$ cat src/rtl/wlp_pkg.sv
package wlp_pkg;
   // Register byte offsets on the AHB-Lite bus.
   localparam logic [7:0] WLP_WD_CTRL_OFF = 8'h00;
   localparam logic [7:0] WLP_WD_KEY_OFF = 8'h04;
   localparam logic [7:0] WLP_WD_CNT_OFF = 8'h08;
   localparam logic [7:0] WLP_LPM_CTRL0_OFF = 8'h0C;
   localparam logic [7:0] WLP_WAKE_SEL_OFF = 8'h10;
   localparam logic [7:0] WLP_STATUS_OFF = 8'h14;
   localparam logic [7:0] WLP_IDLE_CMD_OFF = 8'h18;
   // Watchdog key values.
   localparam logic [7:0] WLP_KEY_ARM = 8'h55;
   localparam logic [7:0] WLP_KEY_CLEAR = 8'hAA;
   // Watchdog counter width and reset pulse length in oscillator clocks.
   localparam int WLP_WD_WIDTH = 8;
   localparam int WLP_WD_PULSE_CYC = 512;
   localparam logic [9:0] WLP_WD_PULSE_LAST = 10'h1FF;
   // Watchdog control register fields.
   localparam int WLP_WDC_DIS_BIT = 0;
   localparam int WLP_WDC_IRQ_MODE_BIT = 1;
   localparam int WLP_WDC_WAKE_EN_BIT = 2;
   localparam logic [2:0] WLP_WDC_RESET = 3'h0;
   // Low-power control register fields.
   localparam int WLP_LPM_LSB = 0;
   localparam int WLP_QUAL_LSB = 2;
   localparam int WLP_QUAL_WIDTH = 6;
   // Status register fields.
   localparam int WLP_ST_MODE_LSB = 0;
   localparam int WLP_ST_ACTIVE_BIT = 2;
   localparam int WLP_ST_MCLK_BIT = 3;
   localparam int WLP_ST_WATCHDOG_RESET_OUT_BIT = 4;
   // AHB-Lite transfer type code used to detect a valid transfer.
   localparam logic [1:0] WLP_HTRANS_NONSEQ = 2'h2;
   // Low-power mode field codes.
   localparam logic [1:0] WLP_MODE_IDLE = 2'h0;
   localparam logic [1:0] WLP_MODE_STANDBY = 2'h1;
   // Controller states.
   typedef enum logic [1:0] {
      WLP_ST_RUN = 2'b00,
      WLP_ST_IDLE = 2'b01,
      WLP_ST_STANDBY = 2'b10,
      WLP_ST_HALT = 2'b11
   } wlp_state_e;
endpackage : wlp_pkg

$ cat src/rtl/wlp_watchdog.sv
module wlp_watchdog
   import wlp_pkg::*;
#(
   parameter int WIDTH = WLP_WD_WIDTH
) (
   // Clock and reset.
   input wire logic core_clk_i,
   input wire logic sys_rst_i,
   // Control.
   input wire logic osc_run_i,
   input wire logic disable_i,
   input wire logic irq_mode_i,
   input wire logic key_wr_i,
   input wire logic [7:0] key_data_i,
   // Status.
   output logic [WIDTH-1:0] count_o,
   output logic watchdog_reset_out_n_o,
   output logic overflow_o
);
   logic [WIDTH-1:0] cnt_q, cnt_d;
   logic armed_q, armed_d;
   logic [9:0] pulse_q, pulse_d;
   logic busy_q, busy_d;
   logic ovf;

   // Overflow fires when the counter sits at its top while running.
   assign ovf = osc_run_i && !disable_i && (cnt_q == {WIDTH{1'b1}});

   // Counter, key sequence and reset pulse next values.
   always_comb begin
      cnt_d = cnt_q;
      armed_d = armed_q;
      pulse_d = pulse_q;
      busy_d = busy_q;
      if (osc_run_i && !disable_i) begin
         cnt_d = cnt_q + 1'b1;
      end
      if (key_wr_i) begin
         armed_d = (key_data_i == WLP_KEY_ARM);
         if (key_data_i == WLP_KEY_CLEAR && armed_q) begin
            cnt_d = '0;
         end
      end
      if (busy_q) begin
         pulse_d = pulse_q + 1'b1;
         if (pulse_q == WLP_WD_PULSE_LAST) begin
            busy_d = 1'b0;
         end
      end else if (ovf && !irq_mode_i) begin
         busy_d = 1'b1;
         pulse_d = '0;
      end
   end

   // State registers.
   always_ff @(posedge core_clk_i or posedge sys_rst_i) begin
      if (sys_rst_i) begin
         cnt_q <= '0;
         armed_q <= 1'b0;
         pulse_q <= '0;
         busy_q <= 1'b0;
      end else begin
         cnt_q <= cnt_d;
         armed_q <= armed_d;
         pulse_q <= pulse_d;
         busy_q <= busy_d;
      end
   end

   assign count_o = cnt_q;
   assign watchdog_reset_out_n_o = !busy_q;
   assign overflow_o = ovf;
endmodule : wlp_watchdog

$ cat src/rtl/wlp_wake_qual.sv
module wlp_wake_qual
   import wlp_pkg::*;
#(
   parameter int PINS = 32
) (
   // Clock and reset.
   input wire logic core_clk_i,
   input wire logic sys_rst_i,
   // Pins and selection.
   input wire logic [PINS-1:0] port_a_i,
   input wire logic [PINS-1:0] select_i,
   input wire logic [WLP_QUAL_WIDTH-1:0] qual_i,
   input wire logic enable_i,
   // Qualified wake.
   output logic wake_o
);
   logic [WLP_QUAL_WIDTH:0] cnt_q, cnt_d;
   logic low;

   // Any selected pin low is a wake request; wake sources are active low.
   assign low = enable_i && |(select_i & ~port_a_i);

   // Count oscillator clocks while the request stays low.
   always_comb begin
      cnt_d = '0;
      if (low) begin
         cnt_d = (cnt_q > {1'b0, qual_i}) ? cnt_q : cnt_q + 1'b1;
      end
   end

   always_ff @(posedge core_clk_i or posedge sys_rst_i) begin
      if (sys_rst_i) begin
         cnt_q <= '0;
      end else begin
         cnt_q <= cnt_d;
      end
   end

   assign wake_o = low && (cnt_q > {1'b0, qual_i});
endmodule : wlp_wake_qual

$ cat src/rtl/wlp_top.sv
// Behaviour
// - 8-bit up counter pulses at maximum
// - Key 0x55 then 0xAA clears counter
// - Disabled watchdog never overflows
// - Reset output low for 512 clocks
// - Watchdog runs on oscillator clock
// - Watchdog interrupt wakes from STANDBY when enabled
// - Watchdog interrupt ends IDLE directly
// - HALT stops oscillator; watchdog no wake
// - Mode field: 00 IDLE, 01 STANDBY, 1X HALT
// - IDLE keeps clocks; exits on interrupt
// - STANDBY stops CPU clocks; listed exits
// - Selected port-A pins wake STANDBY
// - Wake pins qualified by oscillator clocks
// - HALT wakes on reset, port-A, NMI, debugger
// - Wakes active low, held long enough
// - Output pins hold state in low power
// - System clock output stays on in IDLE
// - Debug port works with CPU clock off
// - STANDBY gates all peripherals but watchdog
// - Missing clock freezes watchdog, sets flag
module wlp_top
   import wlp_pkg::*;
#(
   parameter int PINS = 32
) (
   // Clock and reset.
   input wire logic core_clk_i,
   input wire logic sys_rst_i,
   // AHB-Lite slave.
   input wire logic hsel,
   input wire logic [31:0] haddr,
   input wire logic [1:0] htrans,
   input wire logic hwrite,
   input wire logic [2:0] hsize,
   input wire logic [31:0] hwdata,
   input wire logic hready,
   output logic [31:0] hrdata,
   output logic hreadyout,
   output logic hresp,
   // Wake and event inputs.
   input wire logic external_reset_n_i,
   input wire logic nonmaskable_irq_in_n_i,
   input wire logic debugger_wake_n_i,
   input wire logic enabled_irq_i,
   input wire logic missing_clock_i,
   input wire logic idle_instr_i,
   input wire logic [PINS-1:0] port_a_i,
   // Clock gating and outputs.
   output logic oscillator_run_o,
   output logic cpu_clock_in_en_o,
   output logic system_clock_out_en_o,
   output logic periph_clk_en_o,
   output logic jtag_clk_en_o,
   output logic pin_hold_o,
   output logic watchdog_reset_out_n_o,
   output logic watchdog_wake_irq_o,
   output logic interrupt_expansion_wd_o,
   output logic missing_clock_flag_o,
   output logic lowpower_active_o
);
   wlp_state_e state_q, state_d;
   logic [2:0] wdc_q, wdc_d;
   logic [7:0] lpm_q, lpm_d;
   logic [PINS-1:0] wsel_q, wsel_d;
   logic mclk_q, mclk_d;
   logic [31:0] rdata_q, rdata_d;
   logic wr_pend_q, wr_pend_d;
   logic [7:0] wr_addr_q, wr_addr_d;
   logic key_wr;
   logic addr_ok;
   logic [7:0] wd_count;
   logic wd_ovf;
   logic wd_rst_n;
   logic pin_wake;
   logic wd_irq;
   logic exit_any;
   logic osc_run;

   // Decodes a write to the given register in the data phase.
   function automatic logic wr_hit(input logic [7:0] off);
      wr_hit = wr_pend_q && (wr_addr_q == off);
   endfunction : wr_hit

   // Oscillator stops in HALT and while the input clock is missing.
   assign osc_run = (state_q != WLP_ST_HALT) && !missing_clock_i;

   // Watchdog counter and reset pulse.
   wlp_watchdog #(
      .WIDTH(WLP_WD_WIDTH)
   ) u_wd (
      .core_clk_i(core_clk_i),
      .sys_rst_i(sys_rst_i),
      .osc_run_i(osc_run),
      .disable_i(wdc_q[WLP_WDC_DIS_BIT]),
      .irq_mode_i(wdc_q[WLP_WDC_IRQ_MODE_BIT]),
      .key_wr_i(key_wr),
      .key_data_i(hwdata[7:0]),
      .count_o(wd_count),
      .watchdog_reset_out_n_o(wd_rst_n),
      .overflow_o(wd_ovf)
   );

   // Port-A wake qualifier, active in STANDBY and HALT.
   wlp_wake_qual #(
      .PINS(PINS)
   ) u_qual (
      .core_clk_i(core_clk_i),
      .sys_rst_i(sys_rst_i),
      .port_a_i(port_a_i),
      .select_i(wsel_q),
      .qual_i(lpm_q[WLP_QUAL_LSB +: WLP_QUAL_WIDTH]),
      .enable_i((state_q == WLP_ST_STANDBY) || (state_q == WLP_ST_HALT)),
      .wake_o(pin_wake)
   );

   // Watchdog interrupt when the overflow is routed as an interrupt.
   assign wd_irq = wd_ovf && wdc_q[WLP_WDC_IRQ_MODE_BIT];

   // Exit conditions per low-power state.
   always_comb begin
      exit_any = 1'b0;
      unique case (state_q)
         WLP_ST_RUN: exit_any = 1'b0;
         WLP_ST_IDLE: exit_any = enabled_irq_i || !nonmaskable_irq_in_n_i
            || wd_irq;
         WLP_ST_STANDBY: exit_any = !nonmaskable_irq_in_n_i || !debugger_wake_n_i
            || pin_wake || (wd_irq && wdc_q[WLP_WDC_WAKE_EN_BIT]);
         WLP_ST_HALT: exit_any = !nonmaskable_irq_in_n_i || !debugger_wake_n_i
            || pin_wake;
      endcase
   end

   // Low-power state machine.
   always_comb begin
      state_d = state_q;
      if (!external_reset_n_i) begin
         state_d = WLP_ST_RUN;
      end else if (state_q == WLP_ST_RUN) begin
         if (idle_instr_i) begin
            if (lpm_q[WLP_LPM_LSB +: 2] == WLP_MODE_IDLE) begin
               state_d = WLP_ST_IDLE;
            end else if (lpm_q[WLP_LPM_LSB +: 2] == WLP_MODE_STANDBY) begin
               state_d = WLP_ST_STANDBY;
            end else begin
               state_d = WLP_ST_HALT;
            end
         end
      end else if (exit_any) begin
         state_d = WLP_ST_RUN;
      end
   end

   // Bus access accepted in the address phase.
   assign addr_ok = hsel && hready && (htrans == WLP_HTRANS_NONSEQ);
   assign key_wr = wr_hit(WLP_WD_KEY_OFF);

   // Register file and bus pipeline next values.
   always_comb begin
      wdc_d = wdc_q;
      lpm_d = lpm_q;
      wsel_d = wsel_q;
      mclk_d = mclk_q || missing_clock_i;
      rdata_d = rdata_q;
      wr_pend_d = addr_ok && hwrite;
      wr_addr_d = addr_ok ? haddr[7:0] : wr_addr_q;
      if (wr_hit(WLP_WD_CTRL_OFF)) begin
         wdc_d = hwdata[2:0];
      end
      if (wr_hit(WLP_LPM_CTRL0_OFF)) begin
         lpm_d = hwdata[7:0];
      end
      if (wr_hit(WLP_WAKE_SEL_OFF)) begin
         wsel_d = hwdata[PINS-1:0];
      end
      if (wr_hit(WLP_STATUS_OFF) && hwdata[WLP_ST_MCLK_BIT] && !missing_clock_i) begin
         mclk_d = 1'b0;
      end
      if (addr_ok && !hwrite) begin
         rdata_d = '0;
         unique case (haddr[7:0])
            WLP_WD_CTRL_OFF: rdata_d[2:0] = wdc_q;
            WLP_WD_CNT_OFF: rdata_d[7:0] = wd_count;
            WLP_LPM_CTRL0_OFF: rdata_d[7:0] = lpm_q;
            WLP_WAKE_SEL_OFF: rdata_d[PINS-1:0] = wsel_q;
            WLP_STATUS_OFF: begin
               rdata_d[WLP_ST_MODE_LSB +: 2] = state_q;
               rdata_d[WLP_ST_ACTIVE_BIT] = (state_q != WLP_ST_RUN);
               rdata_d[WLP_ST_MCLK_BIT] = mclk_q;
               rdata_d[WLP_ST_WATCHDOG_RESET_OUT_BIT] = !wd_rst_n;
            end
            default: rdata_d = '0;
         endcase
      end
   end

   // State and register flip-flops.
   always_ff @(posedge core_clk_i or posedge sys_rst_i) begin
      if (sys_rst_i) begin
         state_q <= WLP_ST_RUN;
         wdc_q <= WLP_WDC_RESET;
         lpm_q <= '0;
         wsel_q <= '0;
         mclk_q <= 1'b0;
         rdata_q <= '0;
         wr_pend_q <= 1'b0;
         wr_addr_q <= '0;
      end else begin
         state_q <= state_d;
         wdc_q <= wdc_d;
         lpm_q <= lpm_d;
         wsel_q <= wsel_d;
         mclk_q <= mclk_d;
         rdata_q <= rdata_d;
         wr_pend_q <= wr_pend_d;
         wr_addr_q <= wr_addr_d;
      end
   end

   // Bus answers: zero wait states, always OKAY.
   assign hrdata = rdata_q;
   assign hreadyout = 1'b1;
   assign hresp = 1'b0;

   // Clock gating by low-power state.
   assign oscillator_run_o = osc_run;
   assign cpu_clock_in_en_o = (state_q == WLP_ST_RUN) || (state_q == WLP_ST_IDLE);
   assign system_clock_out_en_o = (state_q == WLP_ST_RUN) || (state_q == WLP_ST_IDLE);
   assign periph_clk_en_o = (state_q == WLP_ST_RUN) || (state_q == WLP_ST_IDLE);
   assign jtag_clk_en_o = 1'b1;
   assign pin_hold_o = (state_q != WLP_ST_RUN);
   assign lowpower_active_o = (state_q != WLP_ST_RUN);
   assign watchdog_reset_out_n_o = wd_rst_n;
   assign watchdog_wake_irq_o = wd_irq;
   assign interrupt_expansion_wd_o = wd_irq && (state_q != WLP_ST_HALT);
   assign missing_clock_flag_o = mclk_q;
endmodule : wlp_top

$ cat config.mk
export PLATFORM = sky130hd
export DESIGN_NAME = wlp_top
export DESIGN_NICKNAME = d
export VERILOG_FILES = /design/src/rtl/wlp_pkg.sv /design/src/rtl/wlp_watchdog.sv /design/src/rtl/wlp_wake_qual.sv /design/src/rtl/wlp_top.sv
export SDC_FILE = /design/constraint.sdc
export NUM_CORES = 1
export LEC_CHECK = 0
export BUFFER_PORTS_ARGS = -buffer_cell sky130_fd_sc_hd__buf_4
export CAP_MARGIN = 20
export CORE_UTILIZATION = 56
export CTS_CLUSTER_SIZE = 14
export DETAILED_ROUTE_END_ITERATION = 12
export PLACE_DENSITY = 0.85
export REMOVE_ABC_BUFFERS = 1
export SYNTH_ARGS = -nofsm -noshare
export SYNTH_HDL_FRONTEND = slang
export SYNTH_SLANG_ARGS = --single-unit
$ cat constraint.sdc
create_clock -name core_clk_i -period 8.6 [get_ports core_clk_i]
set_input_delay 1.72 -clock core_clk_i [delete_from_list [all_inputs] [get_ports core_clk_i]]
set_output_delay 1.72 -clock core_clk_i [all_outputs]
set_load 0.02 [all_outputs]
==> run summary <==
The time the worst path needs with I/O delays and setup is roughly 4.4 ns. The remaining routing DRC violations came out at 0. In this run the worst hold path is classified as reg -> reg. The part of the cycle the worst path needs is 51.56%. The clock input transition at the sequential cells of the worst setup and hold paths is roughly 0.050 ns. The number of clock sinks is ~110. The maximum clock path buffer count came out at 2. Setup total negative slack on the finished layout was measured at 0 ns.

Using the TritonRoute via totals, the vias-per-cell ratio works out to about 5.7. The wire length of the first global-routing pass came out at ~22 mm. In this run, synthesis inferred 0 flip-flops with an integrated enable. After layout, the design draws a total of approximately 1.6 mW. The signed area change from the synthesized netlist to the final layout is 28.43%. The synthesis warning total is 0. The number of gates given a new drive strength after cts is 0. The detailed-routing iteration count for the pre-antenna-repair pass is 8.

The worst hold path terminates at hrdata[10]. The number of distinct standard cells referenced by the synthesized netlist came out at 57. The overall global routing resource usage came out at approximately 28%. By count the netlist is led by sky130_fd_sc_hd__dfrtp_1, sky130_fd_sc_hd__nand2_1, sky130_fd_sc_hd__mux2_2.

After clock tree synthesis, the setup repair step added 0 buffers. The relative max-transition margin came out at ~36%. The global-route congestion overflow total came out at 0. The worst setup path is launched from an input pin. The setup slack on the worst flop-to-flop path came out at 6.38 ns.

The count of nets after finishing is about 780. Setup repair after global routing left no endpoint under its margin. The final setup skew came out at 0.01218 ns. The count of port buffers added during placement is between 100 and 150. The number of core rows is 36.

The cell area power density came out at 221.5 nW/um^2. The I/O pin count is about 160. Among all cell types in the netlist, the one instantiated most often is sky130_fd_sc_hd__dfrtp_1. In this run the remaining antenna-violating nets after routing total 0. The signal on the critical path passes through buf_4 -> a211o_4 -> nor4_4 -> buf_4. The clock latency at the later pin of the worst-skew pair is a little over 0.5 ns. The clock tree from TritonCTS is yes.

The cts-stage hold buffer count is 0. The total number of vias is 4581. In the synthesized netlist, the number of instances is between 500 and 600. The critical hold path startpoint is hrdata[10].

Of all flip-flops after synthesis, the portion carrying an async set or reset was 100.0%. The biggest area contributor in the post-synthesis netlist is sky130_fd_sc_hd__dfrtp_1. For the worst setup path, the data arrival time is approximately 2.7 ns. Sequential cells were found to cover 50.63% of the synthesized design area.

The clock buffer count from CTS came out at 17. At the end of routability-driven placement, the weighted congestion stood at between 0.9 and 1. The initial antenna violation count came out at 0. The placed wire-length estimate after detailed placement came out at approximately 9.6 mm. The post-synthesis instance area is 5634 sq um. Of all nets on the critical path, the largest fanout is 4. The number of flip-flops and latches in the synthesized netlist came out at ~110.

The initial standard-cell utilization of the core is between 50% and 60%. Summed over its instances, the top area cell type makes up roughly half of the synthesized netlist area. The die is slightly above 100 microns tall. The ratio of cells with drive above 1 in the final layout is 35.50%. The data required time of the critical path came out at 6.88 ns. The max capacitance violation total came out at 0.

The reported leakage power came out at around 3.4 nW. The floorplan step defined a die boundary enclosing approximately 10000 sq um. The start of the worst register-to-register path is wr_addr_q[5]. The overall routed net length is approximately 14 mm. The worst register-to-register path ends at lpm_q[3].

The number of buffers and inverters on the critical path is 2. On the critical path the largest part of the delay comes from simple AND/OR/NAND/NOR gates. The maximum clock rate is 225.5 MHz. The final number of hold-violating endpoints came to 0. The root buffer selected by CTS is sky130_fd_sc_hd__clkbuf_8. The final antenna diode count is 0. The worst hold path depth came out at 2.

The number of violations reported at the end of detailed-routing iteration 0 is about 250. The endpoint kind of the worst setup timing path is an output pin. The H-tree generated during clock tree synthesis spans 4 levels. The width of the die is 102.3 microns. The origin of the worst setup path is missing_clock_i. The count of final max-slew check failures came out at 0. The critical path in this run is classified as in -> out. The actual transition at the worst max-transition pin came out at 0.9526 ns.

The most numerous cell type found on the critical path is sky130_fd_sc_hd__buf_4. In the post-synthesis netlist, the biggest area contributors are sky130_fd_sc_hd__dfrtp_1, sky130_fd_sc_hd__mux2_2, sky130_fd_sc_hd__nand2_1, sky130_fd_sc_hd__o21ai_0, sky130_fd_sc_hd__inv_1. VDD sags by at most 0.1523 mV. The area of the core is 9774 sq um. Setup violations remaining at the end of the flow were counted as 0.

The flow ran to the end, and the final reports show no timing, DRC or antenna violations. The via count of the first global-routing pass is 4529. After detailed routing, the average wire length per cell comes to about 18 microns. The pin count of the biggest net entering global routing is 77. The mean cell area of the mapped netlist is 10.41 sq um.

The worst stage delay on the critical path is roughly 0.36 ns. The most used flip-flop cell after synthesis is sky130_fd_sc_hd__dfrtp_1. The slowest stage cell on the critical path is sky130_fd_sc_hd__nor4_4. The worst reg-to-reg path cell count is 4.
power by group:
part / internal, mW / total (mW) / switching (mW) / leakage, nW
Sequential: 0.596 / 0.668 / 0.0722 / 1.43
Clock: 0.471 / 0.728 / 0.257 / 0.292
Combinational: 0.106 / 0.207 / 0.101 / 1.73
state kept, by name (all words and copies together), names as in the netlist:
register,flops
wsel_q,32
u_wd.count_o,8
missing_clock_flag_o,1
wdc_q,3
u_qual.cnt_q,7
u_wd.armed_q,1
lpm_q,8
hrdata,32
wr_addr_q,8
u_wd.busy_q,1
u_wd.pulse_q,10
state_q,2
wr_pend_q,1
worst max-delay path by stage:
| stage | end | slack (ns) | cells after the start |
|---|---|---|---|
| 3_5_place_dp | watchdog_wake_irq_o | 4.16 | 4 |
| 3_3_place_gp | watchdog_wake_irq_o | 4.16 | 4 |
| 4_1_cts | watchdog_wake_irq_o | 4.16 | 4 |
| 2_1_floorplan | hrdata[3] | 3.46 | 5 |
| 6_report | watchdog_wake_irq_o | 4.17 | 4 |
| 5_1_grt | watchdog_wake_irq_o | 4.14 | 4 |
cell usage in the layout, fill, tap and decap left out, types with 2 or more instances in the layout:
master	n
sky130_fd_sc_hd__and4_1	3
sky130_fd_sc_hd__clkinv_2	3
sky130_fd_sc_hd__a21oi_1	13
sky130_fd_sc_hd__dfrtp_1	114
sky130_fd_sc_hd__conb_1	3
sky130_fd_sc_hd__xor2_1	5
sky130_fd_sc_hd__clkbuf_1	2
sky130_fd_sc_hd__nor4_1	6
sky130_fd_sc_hd__nand2_1	76
sky130_fd_sc_hd__clkinvlp_4	2
sky130_fd_sc_hd__nor3b_1	3
sky130_fd_sc_hd__ha_1	9
sky130_fd_sc_hd__bufinv_16	4
sky130_fd_sc_hd__clkbuf_16	16
sky130_fd_sc_hd__a222oi_1	2
sky130_fd_sc_hd__a41o_1	2
sky130_fd_sc_hd__nand3b_1	2
sky130_fd_sc_hd__xnor2_1	4
sky130_fd_sc_hd__a21o_1	5
sky130_fd_sc_hd__nand4_1	8
sky130_fd_sc_hd__nor2b_1	3
sky130_fd_sc_hd__or3_1	5
sky130_fd_sc_hd__nor2_1	21
sky130_fd_sc_hd__o21ai_2	6
sky130_fd_sc_hd__o21ai_0	40
sky130_fd_sc_hd__buf_4	129
sky130_fd_sc_hd__o22ai_1	18
sky130_fd_sc_hd__nand3_2	6
sky130_fd_sc_hd__and3_1	6
sky130_fd_sc_hd__nor3_1	6
sky130_fd_sc_hd__nand3_1	5
sky130_fd_sc_hd__clkinv_4	3
sky130_fd_sc_hd__nor4bb_1	2
sky130_fd_sc_hd__mux2i_1	3
sky130_fd_sc_hd__mux2_2	57
sky130_fd_sc_hd__inv_1	48
sky130_fd_sc_hd__nand4b_1	3
sky130_fd_sc_hd__o211a_1	2
sky130_fd_sc_hd__a22oi_1	5
worst reg2reg max path, delay by kind of cell (launching register included):
family	cells	cell delay, ns
mux	1	0.41
flops	1	0.39
simple gates	3	1.30
cells by family (layout without fill, tap and decap cells):
family	count (synthesis)	after routing	synth area share [%]
XOR/XNOR	9	9	1.399
buffers and inverters	77	211	6.373
AO/OA/AOI/OAI	105	105	11.99
adder cells (fa/ha/maj)	9	9	1.999
AND/OR/NAND/NOR	164	164	15.35
flip-flops	114	114	50.63
multiplexers	61	61	12.13
other	2	3	0.1333
cell type report:
type | instances | area, sq um
clock buffer | 19 | 421.7
clock inverter | 13 | 185.2
fill | 627 | 2539
inverter | 49 | 186.4
multi-input combinational | 351 | 2435
sequential | 114 | 2853
tap | 133 | 166.4
timing repair buffer | 130 | 988.4
per-layer routing:
layer / vias up / share of wire [%] / global-route usage [%]
li1: 2135 / - / -
met1: 2241 / 40 / 34.26
met2: 171 / 52 / 47.29
met3: 34 / 5.2 / 7.182
met4: 0 / 2.8 / 12.53
met5: - / 0 / 0
metrics by stage:
step	area [sq um]	util, %	hold WS, ns	setup WS (ns)	instances
after CTS	7216	73.82	0.4878	4.163	808
after detailed placement	6609	67.61	0.4757	4.165	776
after global placement	6609	67.61	0.4625	4.161	776
final	7236	74.03	0.4850	4.166	809
after floorplan	5463	-	0.4484	3.461	514
after global routing	7236	74.03	0.5113	4.140	809
Note: power is estimated with default switching activity, not from simulation.
